$ cat src/wrs_pkg.sv
/*
   Package for the watchdog reset-status block: register indices and byte
   addresses, field positions, reset values and the packed state record.
   Assumes a 32-bit APB master and a single system clock.
*/
package wrs_pkg;

   // Register indices (byte address is four times the index)
   localparam logic [7:0]  IDX_COUNT      = 8'hA8;
   localparam logic [7:0]  IDX_RST_CTRL   = 8'hAA;
   localparam logic [11:0] ADDR_COUNT     = 12'h2A0;
   localparam logic [11:0] ADDR_RST_CTRL  = 12'h2A8;
   // Block-local registers
   localparam logic [11:0] ADDR_TMR_CTRL  = 12'h2B0;
   localparam logic [11:0] ADDR_IRQ_STAT  = 12'h2B4;
   localparam logic [11:0] ADDR_IRQ_MASK  = 12'h2B8;

   // Field positions
   localparam int FLAG_BIT      = 7;   // Flag in both control registers
   localparam int RST_OUT_EN_BIT = 6;
   localparam int MODE_BIT      = 6;   // 1: watchdog, 0: interval
   localparam int ENABLE_BIT    = 5;
   localparam int IRQ_OVERFLOW  = 0;
   localparam int IRQ_WD_RESET  = 1;

   // Values after reset and fixed read bits
   localparam logic [7:0] COUNT_RST     = 8'h00;
   localparam logic [7:0] COUNT_MAX     = 8'hFF;
   localparam logic [7:0] RST_CTRL_ONES = 8'h3F;
   localparam logic [7:0] TMR_CTRL_ONES = 8'h18;
   localparam logic [2:0] CKS_RST       = 3'h0;
   localparam logic [1:0] IRQ_RST       = 2'h0;

   typedef struct packed {
      logic [7:0]  count;
      logic        wd_reset_flag;
      logic        rst_out_en;
      logic        overflow_flag;
      logic        wd_mode;
      logic        tme;
      logic [2:0]  cks;
      logic        arm_wd_reset;
      logic        arm_overflow;
      logic [1:0]  irq_stat;
      logic [1:0]  irq_mask;
      logic [31:0] prdata;
      logic        pready;
      logic        pslverr;
      logic        irq;
      logic        wd_reset;
      logic        rst_out;
   } wrs_state_t;

endpackage

$ cat src/wrs_pin_sync.sv
/*
   Three-stage synchroniser for a pin level with agreement filter.
   Assumes the pin is asynchronous to mclk_i; idles high.
*/
`timescale 1ns/1ns
module wrs_pin_sync
   import wrs_pkg::*;
(
   input  wire logic mclk_i,
   input  wire logic nrst_i,
   input  wire logic pin_i,
   output logic      level_o
);

   logic [2:0] sync;

   ////////////////////////////////////////////////////////////////////////
   // First stage only feeds the second; level moves when 2 and 3 agree
   always_ff @(posedge mclk_i or negedge nrst_i)
   begin
      if (!nrst_i)
      begin
         sync    <= 3'h7;
         level_o <= 1'b1;
      end
      else
      begin
         sync <= {sync[1:0], pin_i};
         if (sync[1] == sync[2])
         begin
            level_o <= sync[2];
         end
      end
   end

endmodule

$ cat src/wrs_watchdog.sv
/*
   Watchdog counter with reset reporting, reached over APB.
   Assumes count_tick_i is a one-cycle prescaler pulse on mclk_i and
   ext_rst_n_i is the raw external reset pin.
*/
// The APB interface to the registers was decided locally.
`timescale 1ns/1ns
module wrs_watchdog
   import wrs_pkg::*;
(
   input  wire logic        mclk_i,
   input  wire logic        nrst_i,
   input  wire logic        psel_i,
   input  wire logic        penable_i,
   input  wire logic        pwrite_i,
   input  wire logic [11:0] paddr_i,
   input  wire logic [31:0] pwdata_i,
   output logic [31:0]      prdata_o,
   output logic             pready_o,
   output logic             pslverr_o,
   input  wire logic        count_tick_i,
   input  wire logic        ext_rst_n_i,
   output logic             irq_o,
   output logic             wd_reset_o,
   output logic             rst_out_o
);

   wrs_state_t st;
   wrs_state_t next_st;
   logic       pin_level;
   logic       access;
   logic       wr_en;
   logic       rd_en;
   logic       wrap;
   logic       wd_event;

   // Address decode shared by read mux, write and error paths
   function automatic logic hit(input logic [11:0] a, input logic [11:0] reg_addr);
      hit = (a == reg_addr);
   endfunction

   function automatic logic mapped(input logic [11:0] a);
      mapped = hit(a, ADDR_COUNT) | hit(a, ADDR_RST_CTRL) | hit(a, ADDR_TMR_CTRL)
             | hit(a, ADDR_IRQ_STAT) | hit(a, ADDR_IRQ_MASK);
   endfunction

   wrs_pin_sync wrs_pin_sync_i
   (
      .mclk_i  (mclk_i),
      .nrst_i  (nrst_i),
      .pin_i   (ext_rst_n_i),
      .level_o (pin_level)
   );

   ////////////////////////////////////////////////////////////////////////
   // Transfer completes where pready is seen high in the access phase
   assign access   = psel_i & penable_i & st.pready;
   assign wr_en    = access & pwrite_i;
   assign rd_en    = access & ~pwrite_i;
   assign wrap     = st.tme & count_tick_i & (st.count == COUNT_MAX);
   assign wd_event = wrap & st.wd_mode;

   ////////////////////////////////////////////////////////////////////////
   // Next-state logic; hardware sets are applied last so they win
   always_comb
   begin
      next_st = st;
      // No wait state: pready rises in the first access cycle
      next_st.pready  = psel_i & ~penable_i;
      next_st.pslverr = psel_i & ~penable_i & ~mapped(paddr_i);
      next_st.prdata  = 32'h0000_0000;
      if (psel_i & ~penable_i & ~pwrite_i)
      begin
         if (hit(paddr_i, ADDR_COUNT))
            next_st.prdata[7:0] = st.count;
         else if (hit(paddr_i, ADDR_RST_CTRL))
            next_st.prdata[7:0] = RST_CTRL_ONES | {st.wd_reset_flag, st.rst_out_en, 6'h00};
         else if (hit(paddr_i, ADDR_TMR_CTRL))
            next_st.prdata[7:0] = TMR_CTRL_ONES | {st.overflow_flag, st.wd_mode, st.tme, 2'h0, st.cks};
         else if (hit(paddr_i, ADDR_IRQ_STAT))
            next_st.prdata[1:0] = st.irq_stat;
         else if (hit(paddr_i, ADDR_IRQ_MASK))
            next_st.prdata[1:0] = st.irq_mask;
      end

      // Counter: halted at zero while disabled
      if (!st.tme)
         next_st.count = COUNT_RST;
      else if (count_tick_i)
         next_st.count = 8'(st.count + 8'h01);

      // arm on a read that returned the flag as 1
      if (rd_en && hit(paddr_i, ADDR_RST_CTRL) && st.prdata[FLAG_BIT])
         next_st.arm_wd_reset = 1'b1;
      if (rd_en && hit(paddr_i, ADDR_TMR_CTRL) && st.prdata[FLAG_BIT])
         next_st.arm_overflow = 1'b1;

      if (wr_en)
      begin
         if (hit(paddr_i, ADDR_COUNT))
            next_st.count = pwdata_i[7:0];
         if (hit(paddr_i, ADDR_RST_CTRL))
         begin
            next_st.rst_out_en = pwdata_i[RST_OUT_EN_BIT];
            // only a written 0 after an armed read clears
            if (!pwdata_i[FLAG_BIT] && st.arm_wd_reset)
               next_st.wd_reset_flag = 1'b0;
            next_st.arm_wd_reset = 1'b0;
         end
         if (hit(paddr_i, ADDR_TMR_CTRL))
         begin
            next_st.wd_mode = pwdata_i[MODE_BIT];
            next_st.tme     = pwdata_i[ENABLE_BIT];
            next_st.cks     = pwdata_i[2:0];
            if (!pwdata_i[FLAG_BIT] && st.arm_overflow)
               next_st.overflow_flag = 1'b0;
            next_st.arm_overflow = 1'b0;
         end
         if (hit(paddr_i, ADDR_IRQ_STAT))
            next_st.irq_stat = st.irq_stat & ~pwdata_i[1:0];
         if (hit(paddr_i, ADDR_IRQ_MASK))
            next_st.irq_mask = pwdata_i[1:0];
      end

      // external pin reset clears the flag
      // A same-cycle watchdog overflow below still wins over this clear
      if (!pin_level)
      begin
         next_st.wd_reset_flag = 1'b0;
         next_st.arm_wd_reset  = 1'b0;
      end

      if (wrap)
      begin
         next_st.overflow_flag          = 1'b1;
         next_st.irq_stat[IRQ_OVERFLOW] = 1'b1;
      end
      // watchdog overflow sets flag and fires reset
      if (wd_event)
      begin
         next_st.wd_reset_flag          = 1'b1;
         next_st.irq_stat[IRQ_WD_RESET] = 1'b1;
      end
      next_st.wd_reset = wd_event;
      // drive the pin only when enabled
      next_st.rst_out  = wd_event & st.rst_out_en;
      next_st.irq      = |(next_st.irq_stat & next_st.irq_mask);
   end

   ////////////////////////////////////////////////////////////////////////
   // State register
   always_ff @(posedge mclk_i or negedge nrst_i)
   begin
      if (!nrst_i)
      begin
         st          <= '0;
         st.count    <= COUNT_RST;
         st.cks      <= CKS_RST;
         st.irq_stat <= IRQ_RST;
         st.irq_mask <= IRQ_RST;
      end
      else
      begin
         st <= next_st;
      end
   end

   assign prdata_o   = st.prdata;
   assign pready_o   = st.pready;
   assign pslverr_o  = st.pslverr;
   assign irq_o      = st.irq;
   assign wd_reset_o = st.wd_reset;
   assign rst_out_o  = st.rst_out;
endmodule

$ cat config.mk
export PLATFORM = sky130hd
export DESIGN_NAME = wrs_watchdog
export DESIGN_NICKNAME = d
export VERILOG_FILES = /design/src/wrs_pkg.sv /design/src/wrs_pin_sync.sv /design/src/wrs_watchdog.sv
export SDC_FILE = /design/constraint.sdc
export NUM_CORES = 1
export LEC_CHECK = 0
export ABC_AREA = 1
export BUFFER_PORTS_ARGS = -buffer_cell sky130_fd_sc_hd__buf_2
export CAP_MARGIN = 15
export CORE_MARGIN = 5
export CORE_UTILIZATION = 49
export CTS_CLUSTER_SIZE = 24
export DETAILED_ROUTE_END_ITERATION = 8
export PLACE_DENSITY = 0.92
export SETUP_SLACK_MARGIN = 0.3
export SLEW_MARGIN = 10
export SYNTH_ARGS = -nofsm -noshare
export SYNTH_HDL_FRONTEND = slang
export SYNTH_SLANG_ARGS = --single-unit
$ cat constraint.sdc
create_clock -name mclk_i -period 1.41 [get_ports mclk_i]
set_input_delay 0.0705 -clock mclk_i [delete_from_list [all_inputs] [get_ports mclk_i]]
set_output_delay 0.0705 -clock mclk_i [all_outputs]
set_load 0.02 [all_outputs]
==> metrics.csv, run 1 <==
stage,metric,value,unit
finish,final core area utilization,63.5,%
floorplanning,core area,4410,um2
place,IO Port Bufs,39,
route,DR vias/cell,5.02,
worst_setup_path,CP required,1.59,ns
worst_setup_path,crit path kind,register to register,
route,Detail Route Antenna Nets,0,
yosys,Area contributors post-synth,"dfrtp_1, buf_4, nand2_1, dfstp_2, nor2_1",
route,DR DRC count,0,
finish,"leading cell type in the layout, fill and taps excluded",nand2_1,
floorplanning,I/O pin count,88,
sta,"Slew Viols, Final",0,
route,DRT iter0 DRCs,73,
grt,first-pass GRT wire length,8360,um
yosys,Cells after Synth,266,
route,WL/cell,14.2,um
sta,unrepaired setup endpoints after global routing,true,
cts,clock root buffer,clkbuf_8,
worst_setup_path,Critical Path Start Type,register,
worst_setup_path,RR Startpoint,st[51]$_DFF_PN0_,
finish,ratio of cells with drive above 1 in the final layout,39.2,%
sta,Final setup viols,0,
worst_setup_path,Worst path max stage delay,0.36,ns
worst_hold_path,min-delay src,pwdata_i[3],
yosys,number of warnings issued by yosys,0,
worst_setup_path,Critical Path Source,st[51]$_DFF_PN0_,
cts,Worst-Skew Late Latency,0.29,ns
worst_setup_path,crit path capture type,register,
finish,"commonest non-fill, non-tap cells in the layout","nand2_1, buf_2, dfrtp_1, conb_1, inv_1",
grt,initial antenna violation count,0,
floorplanning,Starting Density,50.9,%
worst_setup_path,Reg2Reg Setup Slack,0.08,ns
worst_setup_path,CP max-delay cell,dfrtp_1,
place,HPWL Detailed,3800,um
yosys,Async SR Flop Fraction,100,%
floorplanning,die area,6040,um2
worst_setup_path,Worst Path Arrival,1.51,ns
floorplanning,die height,77.7,um
route,routed vias,1861,
grt,vias in the first global route,1832,
worst_setup_path,CP Cell Sequence,ha_2 -> nand3_2 -> nor2_2 -> nand2_2 -> buf_4 -> xor2_1 -> o21ai_1,
sta,setup TNS,0,ns
cts,htree depth,2,
yosys,area share of the largest cell type after synthesis,39.0,%
power_and_ir_drop,peak supply drop,521,uV
finish,Inserted Diodes,0,
cts,"Reg clk slew, reported paths",0.07,ns
grt,pin count of the biggest net entering global routing,21,
place,Placer Congestion,0.836,
yosys,Synth cell types,31,
cts,Max Root-Sink Buffers,2,
sta,"Min Clock Period, post-route",1.33,ns
yosys,number of synthesized flops with an enable pin,0,
finish,synthesis-to-layout area growth,24.8,%
finish,Final nets,370,
route,Post-Route WL,5280,um
run_status,status,finished clean,
sta,Hold WS,0.00316,ns
power_and_ir_drop,power per cell area,877,nW/um2
route,1st-pass router iterations,4,
floorplanning,Die Wd,77.7,um
yosys,sequential area share after synthesis,43.7,%
yosys,"Primary FF master, synth",dfrtp_1,
yosys,post-synth top area cell,dfrtp_1,
yosys,Mapped Area,2250,um2
sta,post-route clock skew,0.00447,ns
cts,CTS sink cnt,39,
worst_hold_path,HP Class,input pin to register,
cts,CTS tree,done,
power_and_ir_drop,LEAKAGE,1.50,nW
flow_run,Max Cap Viol,0,
yosys,Post-Syn Area per Cell,8.45,um2
worst_setup_path,highest fanout seen on the critical path,2,
grt,GRT Total Usage,17.3,%
sta,fmax,751,MHz
yosys,Seq cells post-synth,39,
worst_setup_path,critical path's top delay family,flip-flops,
cts,cts bufs inserted,5,
floorplanning,Cell Rows,24,
worst_setup_path,CP Buf/Inv Count,1,
sta,Tcrit/Tclk final,94.4,%
power_and_ir_drop,Final Total Pwr,2.46,mW
sta,Fin. Hold Viols,0,
grt,total grt overflow,0,
## registers in the layout, indices dropped and copies added, names as in the netlist
signal / flops
irq_o: 1
prdata_o: 8
pready_o: 1
wd_reset_o: 1
pslverr_o: 1
wrs_pin_sync_i.sync: 3
wrs_pin_sync_i.level_o: 1
st: 22
rst_out_o: 1
## through the flow
stage | instance area [um2] | instances | worst slack (ns)
2_1_floorplan | 2340 | 289 | 0.206
3_3_place_gp | 2400 | 351 | 0.124
3_5_place_dp | 2400 | 351 | 0.0935
4_1_cts | 2680 | 364 | 0.115
5_1_grt | 2800 | 371 | 0.00601
6_report | 2800 | 371 | 0.0786
## power breakdown
group          leakage (nW)  total, mW  internal [mW]  switching (mW)
Sequential            0.523       1.14           1.13         0.00649
Combinational         0.913      0.223         0.0621           0.161
Clock                0.0654       1.09          0.707           0.387
## area by class of cell
cell class,count,area (um2)
inverters,30,138
clock buffers,6,72.6
fillers,361,1610
clock inverters,2,60.1
well taps,52,65.1
flip-flops and latches,39,982
repair buffers,53,342
multi-input cells,189,1140
## routing by layer
metal  track usage [%]  part of all wire, %  up-vias
li1                  -                    -      882
met1              20.9                   37      880
met2              29.5                   53       80
met3              4.05                  7.0       19
met4              7.39                  2.9        0
met5                 0                    0        -
## worst register-to-register path, cell delays in order (launching register included)
cell,delay [ns]
dfrtp_1,0.36
ha_2,0.19
nand3_2,0.08
nor2_2,0.11
nand2_2,0.08
buf_4,0.15
xor2_1,0.16
o21ai_1,0.10
## final timing paths
kind / end / cells after the start
worst max-delay path: st[57]$_DFF_PN0_ / 7
worst min-delay path: st[54]$_DFF_PN0_ / 3
worst max register to register: st[57]$_DFF_PN0_ / 7
worst min register to register: wrs_pin_sync_i.sync[1]$_DFF_PN1_ / 0
max in group asynchronous: st[53]$_DFF_PN0_ / 3
min in group asynchronous: st[50]$_DFFE_PN0P_ / 2
## synth_stat cells, types with 6 or more instances
master	count
buf_4	32
dfrtp_1	35
inv_1	23
nand2_1	60
nand2_2	9
nand2_4	6
nand3_1	6
nor2_1	24
nor2_2	6
o21ai_0	7
o21ai_1	11
## repair_timing
action                     CTS  global route
setup endpoints to repair   25            20
gates cloned                 0             1
hold endpoints to repair    16             0
hold buffers                 2             0
resized for setup           25            14
pin swaps                    4             6
buffers inserted             3             6
## logic make-up (layout without fill, tap and decap cells)
| logic type | after synthesis | in the layout | synth area share [%] |
|---|---|---|---|
| compound gates | 28 | 28 | 6.68 |
| xor+xnor | 6 | 6 | 2.34 |
| fa+ha+maj | 2 | 2 | 1.00 |
| buf+inv | 62 | 91 | 15.8 |
| flops | 39 | 39 | 43.7 |
| mux | 1 | 1 | 0.445 |
| other cells | 1 | 24 | 0.167 |
| simple gates | 127 | 128 | 29.9 |
Power figures use the tool's default switching activity.
==> run 2, diff against run 1 <==
Settings changed: ABC_AREA 1 to unset, CORE_UTILIZATION 49 to 47, PLACE_DENSITY 0.92 to 0.91.
==> metrics.csv, run 2 <==
stage,metric,value,unit,change
finish,Inserted Diodes,0,,unchanged
finish,Final nets,321,,-13%
power_and_ir_drop,Clock power frac,34.2,%,-10 points
yosys,Area contributors post-synth,"dfrtp_1, buf_4, dfstp_2, mux2_2, nand2_1",,
power_and_ir_drop,power per cell area,778,nW/um2,-11%
worst_hold_path,min-delay src,pwdata_i[2],,
grt,vias in the first global route,1771,,-3.3%
worst_hold_path,HP Class,input pin to register,,
worst_setup_path,RR Startpoint,pready_o$_DFF_PN0_,,
cts,CTS tree,done,,
yosys,post-synth top area cell,dfrtp_1,,
yosys,sequential area share after synthesis,47.5,%,+3.9 points
yosys,Post-Syn Area per Cell,10.2,um2,+20%
finish,"commonest non-fill, non-tap cells in the layout","buf_2, dfrtp_1, conb_1, buf_4, nand2_1",,
cts,Worst-Skew Late Latency,0.29,ns,about the same
route,1st-pass router iterations,4,,unchanged
yosys,top-count cell post-synth,dfrtp_1,,
sta,Hold WS,0.0229,ns,+0.0198 ns
worst_setup_path,CP required,1.59,ns,about the same
cts,cts bufs inserted,5,,unchanged
yosys,mux cell area share after synthesis,4.37,%,+3.9 points
run_status,status,"complete, but fails checks",,
worst_setup_path,crit path capture type,register,,
yosys,number of warnings issued by yosys,0,,unchanged
worst_hold_path,Worst Hold Depth,3,,unchanged
route,WL/cell,16.5,um,+16%
sta,Fin. Hold Viols,0,,unchanged
yosys,Adder-Cell Fraction of Synth Area,1.09,%,+0.089 points
grt,initial antenna violation count,0,,unchanged
sta,unrepaired setup endpoints after global routing,true,,
power_and_ir_drop,sequential power share,53.7,%,+7.3 points
worst_setup_path,Critical Path Start Type,register,,
worst_setup_path,Worst path max stage delay,0.36,ns,about the same
floorplanning,Starting Density,48.0,%,-2.9 points
route,Post-Route WL,5320,um,+0.72%
floorplanning,die area,5810,um2,-3.7%
sta,Final setup viols,3,,+3
finish,synthesis-to-layout area growth,32.1,%,
finish,Reg area,982,um2,unchanged
power_and_ir_drop,peak supply drop,522,uV,+0.21%
worst_hold_path,Hold EP,st[53]$_DFF_PN0_,,
power_and_ir_drop,P_int,1.57,mW,-18%
power_and_ir_drop,Net Sw Frac,26.0,%,+3.5 points
sta,"Slew Viols, Final",0,,unchanged
yosys,Async SR Flop Fraction,100,%,unchanged
grt,first-pass GRT wire length,8710,um,+4.2%
route,DRT iter0 DRCs,158,,+120%
finish,"leading cell type in the layout, fill and taps excluded",buf_2,,
worst_setup_path,critical path's top delay family,simple AND/OR/NAND/NOR gates,,
worst_setup_path,Worst Path Arrival,1.62,ns,+0.11 ns
cts,Max Root-Sink Buffers,2,,unchanged
yosys,Seq cells post-synth,39,,unchanged
cts,"Reg clk slew, reported paths",0.07,ns,about the same
worst_setup_path,Reg2Reg Setup Slack,-0.03,ns,-0.11 ns
worst_setup_path,highest fanout seen on the critical path,4,,+2
sta,Tcrit/Tclk final,102,%,+7.8 points
grt,GRT Total Usage,18.4,%,+1.1 points
run_status,failing checks,negative setup slack,,
finish,ratio of cells with drive above 1 in the final layout,42.2,%,+3.0 points
worst_setup_path,worst reg2reg path endpoint,irq_o$_DFF_PN0_,,
floorplanning,I/O pin count,88,,unchanged
power_and_ir_drop,LEAKAGE,1.38,nW,-8.3%
finish,Biggest register,st,,
finish,multi-input logic area,1060,um2,-7.5%
place,Placer Congestion,0.865,,+3.5%
route,DR vias/cell,5.30,,+5.6%
yosys,Mapped Area,2060,um2,-8.2%
worst_setup_path,CP Buf/Inv Count,0,,-1
grt,pin count of the biggest net entering global routing,23,,+9.5%
power_and_ir_drop,Psw,0.553,mW,-0.39%
floorplanning,Cell Rows,24,,unchanged
place,IO Port Bufs,39,,unchanged
sta,PnR worst setup slack,-0.0310,ns,-0.110 ns
floorplanning,core area,4290,um2,-2.7%
worst_setup_path,CP Cell Sequence,and3_4 -> nand2b_4 -> nor3_4 -> mux2_4 -> a22o_1,,
yosys,Post-Synth Simple-Gate Area,19.8,%,-10 points
worst_setup_path,crit path kind,register to register,,
cts,htree depth,2,,unchanged
floorplanning,die height,76.3,um,-1.9%
yosys,number of synthesized flops with an enable pin,0,,unchanged
sta,fmax,694,MHz,-7.6%
finish,FILL cells,353,,-2.2%
cts,CTS sink cnt,39,,unchanged
yosys,area share of the largest cell type after synthesis,42.4,%,+3.5 points
finish,max reg flops,22,,unchanged
yosys,synthesized-area fraction occupied by xor and xnor cells,2.97,%,+0.63 points
power_and_ir_drop,Logic pwr share,12.1,%,+3.0 points
worst_setup_path,CP max-delay cell,dfrtp_2,,
sta,post-route clock skew,0.00188,ns,-0.00259 ns
route,Detail Route Antenna Nets,0,,unchanged
worst_setup_path,R2R depth,5,,-2
yosys,Synth cell types,41,,+32%
sta,"Min Clock Period, post-route",1.44,ns,+0.110 ns
power_and_ir_drop,Final Total Pwr,2.12,mW,-14%
yosys,main combinational cell family by area after synthesis,simple AND/OR/NAND/NOR gates,,
yosys,Synth top cells by count,"dfrtp_1, buf_4, nand2_1",,
route,DR DRC count,0,,unchanged
yosys,"Primary FF master, synth",dfrtp_1,,
floorplanning,Die Wd,76.3,um,-1.9%
flow_run,Max Cap Viol,0,,unchanged
yosys,Synth Area in Compound Gates,10.5,%,+3.8 points
place,HPWL Detailed,3720,um,-1.9%
route,routed vias,1705,,-8.4%
grt,total grt overflow,0,,unchanged
yosys,Cells after Synth,203,,-24%
cts,clock root buffer,clkbuf_8,,
## run 2: cell types whose count changed after synthesis, sizes merged, moves of 7 or more
cell   before  now
nand2      75   20
inv        28    5
nor2       36   14
mux2        0    8
o21ai      18   10
a31oi       0    7
## run 2: power by group through the flow
stage / logic (mW) / clock network [mW] / registers (mW)
global placement: 0.225 / 0 / 1.16
finish: 0.256 / 0.725 / 1.14
global route: 0.280 / 0.787 / 1.14
CTS: 0.247 / 0.740 / 1.14
detailed placement: 0.230 / 0 / 1.16
floorplan: 0.163 / 0 / 1.16
## run 2: kinds of logic after synthesis
kind of cell             Yosys count
AO/OA/AOI/OAI                     33
XOR/XNOR                           7
adder cells (fa/ha/maj)            2
buffers and inverters             42
flip-flops                        39
multiplexers                       8
other                              1
AND/OR/NAND/NOR                   71
## run 2: cell type report
class	instances	share of cell area (%)
multi-input cells	145	38.8
clock inverters	1	0.184
clock buffers	7	2.80
flip-flops and latches	39	36.0
repair buffers	73	19.1
well taps	52	2.39
inverters	5	0.689
## run 2: per-stage QoR
stage / util [%] / TNS, ns / cell area, um2 / instances / setup WS, ns
floorplan: - / -0.987 / 2210 / 226 / -0.178
global placement: 56.0 / -0.884 / 2400 / 304 / -0.147
detailed placement: 56.0 / -1.38 / 2400 / 304 / -0.202
CTS: 62.5 / -0.0430 / 2680 / 321 / -0.0430
global route: 63.5 / -0.398 / 2730 / 322 / -0.0927
finish: 63.5 / -0.0399 / 2730 / 322 / -0.0310
## run 2: per-layer routing
layer | wire length [um] | track usage, % | vias to the layer above
li1 | - | - | 781
met1 | 2130 | 22.6 | 820
met2 | 2640 | 31.7 | 90
met3 | 434 | 5.56 | 14
met4 | 121 | 4.37 | 0
met5 | 0 | 0 | -
## run 2: timing repair
action,in CTS,in global routing
gates resized for setup,34,8
gates cloned,1,0
buffers inserted,4,1
hold endpoints to repair,16,0
pin swaps,12,1
hold buffers,4,0
endpoints found under the setup margin,28,32
## run 2: worst max path at each step
| stage | to | startpoint | slack (ns) | cells after the start |
|---|---|---|---|---|
| after global routing | st[58]$_DFF_PN0_ | st[51]$_DFF_PN0_ | -0.09 | 6 |
| after global placement | irq_o$_DFF_PN0_ | paddr_i[10] | -0.15 | 6 |
| after detailed placement | st[45]$_DFFE_PN0P_ | paddr_i[10] | -0.20 | 7 |
| final | irq_o$_DFF_PN0_ | pready_o$_DFF_PN0_ | -0.03 | 5 |
| after CTS | irq_o$_DFF_PN0_ | pready_o$_DFF_PN0_ | -0.04 | 5 |
| after floorplan | st[43]$_DFFE_PN0P_ | pready_o$_DFF_PN0_ | -0.18 | 4 |
## run 2: worst min-delay path: stages
cell and delay, ns:
buf_2 0.10, nand2_1 0.04, o21ai_1 0.06
